## src/common/iprc_consts.vh

```
`ifndef IPRC_CONSTS_VH
`define IPRC_CONSTS_VH

// Register byte offsets
`define IPRC_OFF_PRIO7      16'h1100
`define IPRC_OFF_PRIO8      16'h1110
`define IPRC_OFF_PRIO9      16'h1120
`define IPRC_OFF_PRIO10     16'h1130
`define IPRC_OFF_CONTROL    16'h1000
`define IPRC_OFF_STATUS     16'h1010
`define IPRC_OFF_RELOAD     16'h1020
`define IPRC_OFF_FLAGS      16'h1030
`define IPRC_OFF_MASK       16'h1040
`define IPRC_OFF_COUNT      16'h1050

// Alias operations, address bits 3:2
`define IPRC_OP_WRITE       2'h0
`define IPRC_OP_CLR         2'h1
`define IPRC_OP_SET         2'h2
`define IPRC_OP_INV         2'h3
`define IPRC_ALIAS_MASK     16'hfff3
`define IPRC_OP_HI          3
`define IPRC_OP_LO          2

// Byte lanes of the data bus
`define IPRC_NUM_LANES      4
`define IPRC_LANE_BITS      8

// Implemented bits
`define IPRC_PRIO_MASK      32'h1f1f1f1f
`define IPRC_PRIO7_NOUSB    32'h1f001f1f
`define IPRC_CTRL_MASK      32'h0000171f
`define IPRC_FLAG_MASK      32'h001fffff

// Control fields
`define IPRC_CTRL_MULTI_VECTOR_SELECT      12
`define IPRC_CTRL_THR_HI    10
`define IPRC_CTRL_THR_LO    8
`define IPRC_CTRL_POL_HI    4
`define IPRC_CTRL_POL_LO    0

// Priority slot layout within a byte
`define IPRC_SLOT_BITS      8
`define IPRC_PRI_HI         4
`define IPRC_PRI_LO         2
`define IPRC_SUB_HI         1
`define IPRC_SUB_LO         0

// Status fields
`define IPRC_STAT_LVL_LO    8

// Source numbering
`define IPRC_NUM_EXT        5
`define IPRC_NUM_PERIPH     16
`define IPRC_NUM_SRC        21
`define IPRC_USB_SRC        2

// Reset values
`define IPRC_RESET_WORD     32'h00000000

`endif

```

## src/iprc_top.v

```verilog
// What this block does
// - Clear, set, invert aliases at plus 4, 8, C
// - Control bit 12 selects multi-vector delivery
// - Threshold N admits group priority 1 to N
// - Threshold zero never starts proximity timer
// - Polarity bit one rising, zero falling edge
// - Unimplemented control bits read zero, ignore writes
// - All priority and control fields reset zero
// - Without USB its priority fields read zero
// - Trigger loads 32-bit reload into proximity timer
// - Vector and level meaningful in single-vector mode
// - Flag reads one once request occurred
//
// Local design decision: register access over Avalon-MM.
`timescale 1ns/10ps
`include "iprc_consts.vh"

module iprc_top #(
  parameter       HAS_USB      = 1,
  parameter [2:0] EXT_PRIORITY = 3'h1
) (
  // Clock and reset
  input  wire        clock,
  input  wire        rstn,
  // Avalon-MM slave
  input  wire [15:0] address,
  input  wire        read,
  input  wire        write,
  input  wire [31:0] writedata,
  input  wire [3:0]  byteenable,
  output reg  [31:0] readdata,
  output reg         waitrequest,
  // External interrupt pins
  input  wire [4:0]  ext_irq,
  // Peripheral request pulses
  input  wire [15:0] periph_req,
  // Core side
  output reg         cpu_request,
  output reg  [5:0]  cpu_vector,
  output reg  [2:0]  cpu_level,
  output reg         multi_vector,
  output reg         prox_active,
  output reg         irq
);

  localparam [31:0] PRIO7_MASK = HAS_USB ? `IPRC_PRIO_MASK : `IPRC_PRIO7_NOUSB;
  localparam        NSRC       = `IPRC_NUM_SRC;

  // Bus decode
  wire [15:0] base   = address & `IPRC_ALIAS_MASK;
  wire [1:0]  op     = address[`IPRC_OP_HI:`IPRC_OP_LO];
  wire        accept = (read | write) & ~waitrequest;
  wire        wr_acc = accept & write;
  wire [31:0] bmask;

  wire sel_p7   = (base == `IPRC_OFF_PRIO7);
  wire sel_p8   = (base == `IPRC_OFF_PRIO8);
  wire sel_p9   = (base == `IPRC_OFF_PRIO9);
  wire sel_p10  = (base == `IPRC_OFF_PRIO10);
  wire sel_ctrl = (base == `IPRC_OFF_CONTROL);
  wire sel_rld  = (base == `IPRC_OFF_RELOAD);
  wire sel_mask = (base == `IPRC_OFF_MASK);
  wire sel_flag = (address == `IPRC_OFF_FLAGS);
  // Read-only registers decode without aliases
  wire sel_stat = (address == `IPRC_OFF_STATUS);
  wire sel_cnt  = (address == `IPRC_OFF_COUNT);

  // Byte enables widened to bit masks
  genvar b;
  generate
    for (b = 0; b < `IPRC_NUM_LANES; b = b + 1) begin : g_lane
      assign bmask[b*`IPRC_LANE_BITS +: `IPRC_LANE_BITS] = {`IPRC_LANE_BITS{byteenable[b]}};
    end
  endgenerate

  wire [31:0] priority_group_seven;
  wire [31:0] priority_group_eight;
  wire [31:0] priority_group_nine;
  wire [31:0] priority_group_ten;
  wire [31:0] interrupt_control;
  wire [31:0] proximity_reload;
  wire [31:0] irq_mask;

  // Aliased registers
  iprc_alias_reg #(.MASK(PRIO7_MASK), .ALIAS(1)) u_prio7 (
    .clock (clock),
    .rstn  (rstn),
    .wr_en (wr_acc & sel_p7),
    .op    (op),
    .wdata (writedata),
    .bmask (bmask),
    .q     (priority_group_seven)
  );

  iprc_alias_reg #(.MASK(`IPRC_PRIO_MASK), .ALIAS(1)) u_prio8 (
    .clock (clock),
    .rstn  (rstn),
    .wr_en (wr_acc & sel_p8),
    .op    (op),
    .wdata (writedata),
    .bmask (bmask),
    .q     (priority_group_eight)
  );

  iprc_alias_reg #(.MASK(`IPRC_PRIO_MASK), .ALIAS(1)) u_prio9 (
    .clock (clock),
    .rstn  (rstn),
    .wr_en (wr_acc & sel_p9),
    .op    (op),
    .wdata (writedata),
    .bmask (bmask),
    .q     (priority_group_nine)
  );

  iprc_alias_reg #(.MASK(`IPRC_PRIO_MASK), .ALIAS(1)) u_prio10 (
    .clock (clock),
    .rstn  (rstn),
    .wr_en (wr_acc & sel_p10),
    .op    (op),
    .wdata (writedata),
    .bmask (bmask),
    .q     (priority_group_ten)
  );

  iprc_alias_reg #(.MASK(`IPRC_CTRL_MASK), .ALIAS(1)) u_ctrl (
    .clock (clock),
    .rstn  (rstn),
    .wr_en (wr_acc & sel_ctrl),
    .op    (op),
    .wdata (writedata),
    .bmask (bmask),
    .q     (interrupt_control)
  );

  iprc_alias_reg #(.MASK(32'hffffffff), .ALIAS(1)) u_reload (
    .clock (clock),
    .rstn  (rstn),
    .wr_en (wr_acc & sel_rld),
    .op    (op),
    .wdata (writedata),
    .bmask (bmask),
    .q     (proximity_reload)
  );

  iprc_alias_reg #(.MASK(`IPRC_FLAG_MASK), .ALIAS(1)) u_mask (
    .clock (clock),
    .rstn  (rstn),
    .wr_en (wr_acc & sel_mask),
    .op    (op),
    .wdata (writedata),
    .bmask (bmask),
    .q     (irq_mask)
  );

  // Control fields
  wire       multi_vector_select = interrupt_control[`IPRC_CTRL_MULTI_VECTOR_SELECT];
  wire [2:0] proximity_threshold = interrupt_control[`IPRC_CTRL_THR_HI:`IPRC_CTRL_THR_LO];
  wire [4:0] ext_polarity        = interrupt_control[`IPRC_CTRL_POL_HI:`IPRC_CTRL_POL_LO];

  // External pin synchronisation and edge detection
  wire [4:0] ext_sync;
  reg  [4:0] ext_prev;

  iprc_sync #(.WIDTH(`IPRC_NUM_EXT)) u_sync (
    .clock (clock),
    .rstn  (rstn),
    .din   (ext_irq),
    .dout  (ext_sync)
  );

  always @(posedge clock or negedge rstn) begin
    if (!rstn) begin
      ext_prev <= 5'h00;
    end else begin
      ext_prev <= ext_sync;
    end
  end

  wire [4:0] ext_rise = ext_sync & ~ext_prev;
  wire [4:0] ext_fall = ~ext_sync & ext_prev;
  wire [4:0] ext_evt  = (ext_rise & ext_polarity) | (ext_fall & ~ext_polarity);

  // Source levels: pri in 4:2, sub in 1:0
  wire [127:0] prio_all = {priority_group_ten, priority_group_nine, priority_group_eight, priority_group_seven};
  wire [NSRC*5-1:0] src_level;
  wire [15:0]       periph_ok = HAS_USB ? periph_req : (periph_req & ~(16'h0001 << `IPRC_USB_SRC));

  genvar g;
  generate
    for (g = 0; g < NSRC; g = g + 1) begin : g_lvl
      if (g < `IPRC_NUM_EXT) begin : g_ext
        assign src_level[g*5 +: 5] = {EXT_PRIORITY, 2'h0};
      end else begin : g_per
        assign src_level[g*5 +: 5] = prio_all[(g-`IPRC_NUM_EXT)*`IPRC_SLOT_BITS +: 5];
      end
    end
  endgenerate

  // Request flags, set wins over clear
  reg  [NSRC-1:0] request_flags;
  wire [NSRC-1:0] src_evt    = {periph_ok, ext_evt};
  wire            flag_write = wr_acc & sel_flag;
  wire [NSRC-1:0] flag_clr   = flag_write ? (writedata[NSRC-1:0] & bmask[NSRC-1:0]) : {NSRC{1'b0}};
  wire [NSRC-1:0] next_flags = (request_flags & ~flag_clr) | src_evt;

  always @(posedge clock or negedge rstn) begin
    if (!rstn) begin
      request_flags <= {NSRC{1'b0}};
    end else begin
      request_flags <= next_flags;
    end
  end

  // Proximity trigger: new event with priority 1..threshold
  reg trig;
  integer t;

  always @* begin
    trig = 1'b0;
    for (t = 0; t < NSRC; t = t + 1) begin
      if (src_evt[t] && src_level[t*5+`IPRC_PRI_LO +: 3] != 3'h0 &&
          src_level[t*5+`IPRC_PRI_LO +: 3] <= proximity_threshold) begin
        trig = 1'b1;
      end
    end
    if (proximity_threshold == 3'h0) begin
      trig = 1'b0;
    end
  end

  reg [31:0] prox_count;
  reg [31:0] next_count;
  reg        next_active;

  // Trigger reloads the count, otherwise it runs down to zero
  always @* begin
    next_count  = prox_count;
    next_active = 1'b0;
    if (trig) begin
      next_count  = proximity_reload;
      next_active = (proximity_reload != `IPRC_RESET_WORD);
    end else if (prox_count != `IPRC_RESET_WORD) begin
      next_count  = prox_count - 32'h00000001;
      next_active = (prox_count != 32'h00000001);
    end
  end

  // Count and active flag registers
  always @(posedge clock or negedge rstn) begin
    if (!rstn) begin
      prox_count  <= `IPRC_RESET_WORD;
      prox_active <= 1'b0;
    end else begin
      prox_count  <= next_count;
      prox_active <= next_active;
    end
  end

  // Arbitration over pending unmasked sources
  wire [20:0] pending = request_flags & irq_mask[20:0];
  reg         best_ok;
  reg  [4:0]  best_lvl;
  reg  [5:0]  best_idx;
  integer a;

  always @* begin
    best_ok  = 1'b0;
    best_lvl = 5'h00;
    best_idx = 6'h00;
    for (a = 0; a < NSRC; a = a + 1) begin
      if (pending[a] && src_level[a*5+`IPRC_PRI_LO +: 3] != 3'h0 &&
          (!best_ok || src_level[a*5 +: 5] > best_lvl)) begin
        best_ok  = 1'b1;
        best_lvl = src_level[a*5 +: 5];
        best_idx = a[5:0];
      end
    end
  end

  always @(posedge clock or negedge rstn) begin
    if (!rstn) begin
      cpu_request  <= 1'b0;
      cpu_vector   <= 6'h00;
      cpu_level    <= 3'h0;
      multi_vector <= 1'b0;
      irq          <= 1'b0;
    end else begin
      cpu_request  <= best_ok;
      cpu_vector   <= best_ok ? best_idx : 6'h00;
      cpu_level    <= best_ok ? best_lvl[`IPRC_PRI_HI:`IPRC_PRI_LO] : 3'h0;
      multi_vector <= multi_vector_select;
      irq          <= |pending;
    end
  end

  // Status shows vector and level only in single-vector mode
  wire [31:0] status_word = multi_vector ? 32'h00000000 :
                            {21'h000000, cpu_level, 2'h0, cpu_vector};

  // Read mux
  reg [31:0] rd_mux;

  always @* begin
    rd_mux = 32'h00000000;
    if (sel_p7) begin
      rd_mux = priority_group_seven;
    end else if (sel_p8) begin
      rd_mux = priority_group_eight;
    end else if (sel_p9) begin
      rd_mux = priority_group_nine;
    end else if (sel_p10) begin
      rd_mux = priority_group_ten;
    end else if (sel_ctrl) begin
      rd_mux = interrupt_control;
    end else if (sel_rld) begin
      rd_mux = proximity_reload;
    end else if (sel_mask) begin
      rd_mux = irq_mask;
    end else if (sel_stat) begin
      rd_mux = status_word;
    end else if (sel_flag) begin
      rd_mux = {11'h000, request_flags};
    end else if (sel_cnt) begin
      rd_mux = prox_count;
    end
  end

  // One wait cycle, then accept with data
  always @(posedge clock or negedge rstn) begin
    if (!rstn) begin
      waitrequest <= 1'b1;
      readdata    <= 32'h00000000;
    end else begin
      if ((read | write) && waitrequest) begin
        waitrequest <= 1'b0;
        readdata    <= read ? rd_mux : 32'h00000000;
      end else begin
        waitrequest <= 1'b1;
      end
    end
  end

endmodule // iprc_top

```

## src/iprc_sync.v

```verilog
`timescale 1ns/10ps
`include "iprc_consts.vh"

module iprc_sync #(
  parameter WIDTH = 5
) (
  // Clock and reset
  input  wire             clock,
  input  wire             rstn,
  // Pins and synchronised copy
  input  wire [WIDTH-1:0] din,
  output wire [WIDTH-1:0] dout
);

  reg [WIDTH-1:0] meta;
  reg [WIDTH-1:0] stable;

  genvar i;
  generate
    for (i = 0; i < WIDTH; i = i + 1) begin : g_bit
      always @(posedge clock or negedge rstn) begin
        if (!rstn) begin
          meta[i]   <= 1'b0;
          stable[i] <= 1'b0;
        end else begin
          meta[i]   <= din[i];
          stable[i] <= meta[i];
        end
      end
    end
  endgenerate

  assign dout = stable;

endmodule // iprc_sync

```

## src/iprc_alias_reg.v

```verilog
`timescale 1ns/10ps
`include "iprc_consts.vh"

module iprc_alias_reg #(
  parameter [31:0] MASK  = 32'hffffffff,
  parameter        ALIAS = 1
) (
  // Clock and reset
  input  wire        clock,
  input  wire        rstn,
  // Write port
  input  wire        wr_en,
  input  wire [1:0]  op,
  input  wire [31:0] wdata,
  input  wire [31:0] bmask,
  // Stored value
  output reg  [31:0] q
);

  reg [31:0] next_q;
  reg [31:0] bits;

  always @* begin
    bits   = wdata & bmask;
    next_q = q;
    if (wr_en) begin
      case (ALIAS ? op : `IPRC_OP_WRITE)
        `IPRC_OP_CLR: next_q = q & ~bits;
        `IPRC_OP_SET: next_q = q | bits;
        `IPRC_OP_INV: next_q = q ^ bits;
        default:      next_q = (q & ~bmask) | bits;
      endcase
    end
  end

  always @(posedge clock or negedge rstn) begin
    if (!rstn) begin
      q <= `IPRC_RESET_WORD;
    end else begin
      q <= next_q & MASK;
    end
  end

endmodule // iprc_alias_reg

```

## config.mk

```make
export PLATFORM = sky130hd
export DESIGN_NAME = iprc_top
export DESIGN_NICKNAME = d
export VERILOG_FILES = /design/src/iprc_top.v /design/src/iprc_sync.v /design/src/iprc_alias_reg.v
export VERILOG_INCLUDE_DIRS = /design/src /design/src/common
export SDC_FILE = /design/constraint.sdc
export NUM_CORES = 1
export LEC_CHECK = 0
export ABC_CLOCK_PERIOD_IN_PS = 31500
export CAP_MARGIN = 20
export CORE_MARGIN = 1
export CORE_UTILIZATION = 33
export CTS_CLUSTER_DIAMETER = 40
export DETAILED_ROUTE_END_ITERATION = 8
export DONT_BUFFER_PORTS = 1
export GPL_TIMING_DRIVEN = 0
export SETUP_SLACK_MARGIN = 0.4
export SYNTH_ARGS = -nofsm -noshare
export SYNTH_HDL_FRONTEND = slang
export SYNTH_HIERARCHICAL = 1
export SYNTH_SLANG_ARGS = --single-unit
```

## constraint.sdc

```tcl
create_clock -name clock -period 31.5 [get_ports clock]
set_input_delay 1.575 -clock clock [delete_from_list [all_inputs] [get_ports clock]]
set_output_delay 1.575 -clock clock [all_outputs]
set_load 0.05 [all_outputs]
```

== Yosys cells after proc, flatten, opt, wreduce, memory -nomap -nowiden ==
Index checks and enable logic that the tools add are counted.
W data, S select, Z words.
Storage, ports and cells
  word-level logic and storage cells: 389
  register bits: 256
Cells by class
  mux-type cells: 111
  add/sub/neg operators: 1
  reductions and logical operators: 135
  $lt $le $gt $ge: 37
  eq/ne operators: 14
  bitwise operators: 63
Operators with widths (number)
  $mux W32: 13
  $pmux W29 S3: 4
  $and A29 B29 Y29: 8
  $or A29 B29 Y29: 8
  $xor A29 B29 Y29: 4
  $mux W6: 19
  $and A21 B21 Y21: 5
  $eq A14 B11 Y1 const B: 7
  $and A32 B32 Y32: 3
  $pmux W32 S3: 1
  $mux W5: 18
  $gt A5 B5 Y1: 16
  $logic_and A1 B1 Y1: 74
  $not A32 Y32: 2
  $or A32 B32 Y32: 2
  $reduce_bool A32 Y1: 2
  $or A21 B21 Y21: 3
  $pmux W21 S3: 1
  $eq A16 B13 Y1 const B: 3
  $le A3 B3 Y1: 16
  $reduce_bool A3 Y1: 16
  $mux W1: 47
  $pmux W13 S3: 1
  $ne A32 B1 Y1 const B: 1
  other kinds (27): 87

== Depth between registers and ports, before layout ==
  depth after elaboration: 83
  depth in mapped cells: 154
  depth with buffers taken out: 148

== Hierarchy ==
The synthesis kept the hierarchy.
By module, submodules not included
  iprc_top: cells each 1447, area each 11300.8 um^2, instances 1
  iprc_alias_reg (u_prio10 ...): cells each 274, area each 2204.6 um^2, instances 3
  iprc_alias_reg (u_reload): cells each 344, area each 2796.4 um^2, instances 1
  iprc_alias_reg (u_prio7): cells each 274, area each 2200.9 um^2, instances 1
  iprc_alias_reg (u_mask): cells each 237, area each 2006.9 um^2, instances 1
  iprc_alias_reg (u_ctrl): cells each 142, area each 1183.6 um^2, instances 1
  iprc_sync: cells each 10, area each 250.2 um^2, instances 1

== Worst setup path after synthesis ==
OpenSTA, ideal clock, no wires.
  kind: register -> register
  from: register u_mask.q[3]
  to: register cpu_level[0]
  path slack: 5.894 ns
  buffers on the path: 6
  cell stages (with the launch flop): 149
  setup time: 0.126 ns
  clock period less this slack: 25.606 ns
  data arrival time: 25.480 ns
  cells stage by stage: dfrtp_1 -> a22oi_1 -> nand2_1 -> a21oi_1 -> inv_1 -> ha_1 -> a21oi_1 -> nor4_1 -> nor2_1 -> nand2_1 -> ha_1 -> nor2b_1 -> o21bai_1 -> a31o_2 -> and2_1 -> mux2_2 -> ha_1 -> and3_1 -> [113 not listed] -> a21oi_1 -> a31oi_1 -> a31oi_1 -> nor2_1 -> clkbuf_1 -> inv_1 -> nand2_1 -> o31a_1 -> ha_1 -> nor2b_1 -> o21ai_0 -> nand2b_1 -> a21oi_1 -> nor2b_1 -> o22ai_1 -> a211oi_1 -> nor2_1 -> a221o_1
Between the ends
  cells in the longest elaborated chain, start to end: 72
  elaborated cells between the ends (all ways): 107
  those cells by class: order compare: 17; mux: 37; bitwise: 1; reduce/logical: 52
Ends and longest elaborated chain
  start: declaration: RTL line iprc_alias_reg.v:17  | output reg [31:0] q
  start signal: assignment: RTL line iprc_alias_reg.v:38  | q <= `IPRC_RESET_WORD;
  start signal: assignment: RTL line iprc_alias_reg.v:40  | q <= next_q & MASK;
  $and A21 B21 Y21 *: RTL line iprc_top.v:260  | wire [20:0] pending = request_flags & irq_mask[20:0];
  $logic_and A1 B1 Y1 *: RTL line iprc_top.v:271  | if (pending[a] && src_level[a*5+`IPRC_PRI_LO +: 3] != 3'h0 &&
  $mux W5 / $mux W1 (equally long branches): RTL line iprc_top.v:271
  $gt A3 B5 Y1 / $logic_not A1 Y1 (equally long branches): RTL line iprc_top.v:272  | (!best_ok || src_level[a*5 +: 5] > best_lvl)) begin
  $logic_or A1 B1 Y1: RTL line iprc_top.v:272
  $logic_and A1 B1 Y1: RTL line iprc_top.v:271
  $mux W5 / $mux W1 (equally long branches): RTL line iprc_top.v:271
  $gt A5 B5 Y1 / $logic_not A1 Y1 (equally long branches): RTL line iprc_top.v:272
  [56 not listed]
  $logic_or A1 B1 Y1: RTL line iprc_top.v:272
  $logic_and A1 B1 Y1: RTL line iprc_top.v:271
  $mux W5 / $mux W1 (equally long branches): RTL line iprc_top.v:271
  $gt A5 B5 Y1 / $logic_not A1 Y1 (equally long branches): RTL line iprc_top.v:272
  $logic_or A1 B1 Y1: RTL line iprc_top.v:272
  $logic_and A1 B1 Y1: RTL line iprc_top.v:271
  $mux W5 / $mux W1 (equally long branches): RTL line iprc_top.v:271
  $mux W3 *: RTL line iprc_top.v:290  | cpu_level <= best_ok ? best_lvl[`IPRC_PRI_HI:`IPRC_PRI_LO] : 3'h0;
  end signal: assignment: RTL line iprc_top.v:290
  end: declaration: RTL line iprc_top.v:40  | output reg [2:0] cpu_level,
Every way passes the cells marked *; elsewhere a longest branch is shown, timed or not.
A chain may end at the register's enable or synchronous reset.

== Worst setup path in the final report ==
Same ends and word-level chain as after synthesis.

==> impl_metrics.tcl <==
set metrics [dict create \
    synthArstFlopShare 1.00 \
    synth_edf_count 0 \
    fin_nets 3854 \
    hp-class "reg2reg" \
    total_power_uw 1090 \
    yosysWarningCount 6 \
    antenna_found_initial 7 \
    wl_per_cell_um 25.0 \
    synth_ff_type "dfrtp_1" \
    rsz0062_at_grt "false" \
    die_area_um2 81000 \
    critical_path_class "reg2reg" \
    gr-total-overflow 0 \
    core_um2 79000 \
    die_x_um 285 \
    synth_top_area_frac 0.241 \
    max_stage_delay_ns 0.51 \
    cts_max_level 2 \
    initial_utilization 0.334 \
    stdcell_area_um2 30400 \
    hpwlAfterDp_um 81500 \
    setup-violations-final 0 \
    tritoncts "done" \
    startpoint "u_mask/q[3]" \
    cap_violations 0 \
    max-slew-margin-rel 0.221 \
    drtPass1Iterations 6 \
    gp_congestion 1.02 \
    drtAntennaViolNets 0 \
    grt_pass1_vias 24200 \
    fin_setup_tns_ns 0 \
    yosysUniqueCellTypes 96 \
    cts_sinks 255 \
    cp.required_ns 32.06 \
    syn_inst 3276 \
    path_max_fanout 10 \
    outcome "completed" \
    max_freq_ghz 0.0341 \
    cp-start-kind "register" \
    slowest_stage "dfrtp_1" \
    synth_area_per_cell_um2 8.04 \
    syn2layout_area_growth_pct 15.2 \
    grt_first_pass_wirelength_um 165000 \
    grt_max_degree 256 \
    period_minus_slack_ns 29.32 \
    drc 0 \
    worstPathArrival_ns 29.87 \
    insertion_delay_ns 0.64 \
    cts_buffers 60 \
    final.setup.worst_slack_ns 2.18 \
    cts-root-buf "clkbuf_16" \
    cpMostUsedCell "ha_1" \
    fp.dieH_um 285 \
    drive_above_1_share 0.128 \
    num_vias 26400 \
    rows 103 \
    worstHoldStart "u_sync/meta[1]" \
    peakVddDrop_uv 39.9 \
    p_per_area_nw_per_um2 35.9 \
    portBuffers 0 \
    wirelength_um 113000 \
    tightest_slew_ns 1.16 \
    finalCritPeriodShare 0.931 \
    io_pins 123 \
    place_worst_setup_slack_ns 0.339 \
    r2r-start "u_mask/q[3]" \
    grt.total_usage 0.273 \
    ys_ff_latch 255 \
    finalHoldViolCount 0 \
    clkTransAtPathRegs_ns 0.06 \
    yosysTopAreaCell "dfrtp_1" \
    slew_violations 0 \
    drt_iter0_markers 2984 \
    p_leak_uw 0.0131 \
    crit_path_end_kind "register" \
    cts_buffer_depth 3 \
    seq_area_frac_synth 0.242 \
    cts_hold_buf 0 \
    place_area_um2 28000 \
    netlist_area_um2 26400 \
    yosys-top-cells-area "dfrtp_1 (24%), ha_1 (17%), nand2_1 (6.8%)" \
    finalClockSkew_ns 0.0326 \
    viasPerCell 5.81 \
]
-- worst paths after layout --
check | depth (start not counted) | to | slack [ns]
worst max register to register | 149 | cpu_level[0] | 2.18
min in group asynchronous | 0 | u_sync/meta[4] | 0.69
worst max-delay path | 149 | cpu_level[0] | 2.18
worst min-delay path | 0 | u_sync/dout[1] | 0.35
max in group asynchronous | 0 | async pin | 30.14
worst min register to register | 0 | u_sync/dout[1] | 0.35
-- area by class of cell --
type	count	area, um^2
Clock inverter	41	519
Inverter	233	875
Timing Repair Buffer	13	115
Buffer	248	1600
Clock buffer	73	1660
Sequential cell	255	6380
Multi-Input combinational cell	2616	17900
Tap cell	1050	1310
Fill cell	8077	48600
Antenna cell	5	12.5
-- cells by family (layout without fill, tap and decap cells) --
| kind of cell | count (synthesis) | in the layout | synth area share |
|---|---|---|---|
| compound gates | 1020 | 1020 | 0.273 |
| flops | 255 | 255 | 0.242 |
| simple gates | 1099 | 1099 | 0.200 |
| other cells | 7 | 88 | 0.000997 |
| buf+inv | 481 | 608 | 0.0936 |
| fa+ha+maj | 350 | 350 | 0.166 |
| xor+xnor | 30 | 30 | 0.00997 |
| mux | 34 | 34 | 0.0139 |
-- synth_stat cells (11+ instances only) --
cell      count
a221oi_1     23
a211oi_1     11
a31oi_1      27
nand4_1      25
a21oi_1     179
a221o_1      94
o21ai_2      30
inv_1       232
nor3_1       93
ha_1        350
buf_2        51
o22ai_1      11
nand2b_1     17
nor2_1      165
or3_1        16
o31ai_1      27
nand2_1     476
mux2i_1      16
o21ai_0     244
mux2_2       17
a22oi_1      32
o21ai_1     106
buf_4        88
nand3_1      38
nor4_1       25
o221ai_1     17
a21o_1       52
buf_6        28
clkbuf_1     67
a222oi_1     29
and3_1       15
a22o_1       13
a221oi_2     50
dfrtp_1     254
and2_1       13
nor2b_1     140
xnor2_1      23
nand3b_1     31
-- power by group --
group / switching (uW) / total, uW / internal, uW / leakage [uW]
logic: 44.4 / 74.8 / 30.4 / 0.00868
clock network: 232 / 683 / 451 / 0.00105
registers: 1.58 / 331 / 330 / 0.00342
-- routing by layer --
layer	routed length, um	track usage	vias up
met5	13	0	-
met4	5770	0.122	2
met3	12400	0.0742	279
met2	48000	0.408	1283
met1	47300	0.364	12800
li1	-	-	12000
-- timing repair --
item	in CTS	in global routing
buffers inserted	0	6
pin swaps	0	3
endpoints found under the hold margin	0	0
setup endpoints to repair	2	8
gates resized for setup	2	25
-- layout by cell type (no fill, tap or decap), drive strengths merged, types with 27 or more instances in the layout --
master  Yosys  final
nand2     477    477
o21ai     380    380
ha        350    350
dfrtp     254    254
inv       232    241
buf       179    188
a21oi     182    182
nor2      165    165
clkbuf     69    145
nor2b     140    140
nor3       95     95
a221o      94     94
conb        7     83
a221oi     73     73
a21o       52     52
nand3      38     38
a22oi      32     32
nand3b     31     31
a222oi     29     29
o31ai      27     27
a31oi      27     27
-- worst max-delay path: cells and delay by family (launching register included) --
kind	cells	cell delay, ns
DFF	1	0.51
muxes	5	1.76
and+or+nand+nor	41	5.59
buffers and inverters	16	2.31
AOI/OAI and AO/OA	71	14.20
adders and majority gates	16	4.80
-- per-stage QoR --
step            util  hold slack [ns]  std cells
2_1_floorplan      -            0.331       3352
4_1_cts        0.382            0.352       4520
6_report       0.384            0.350       4534
3_5_place_dp   0.354            0.342       4406
5_1_grt        0.384            0.353       4530
3_3_place_gp   0.354            0.335       4402
Note: power is estimated with default switching activity, not from simulation.
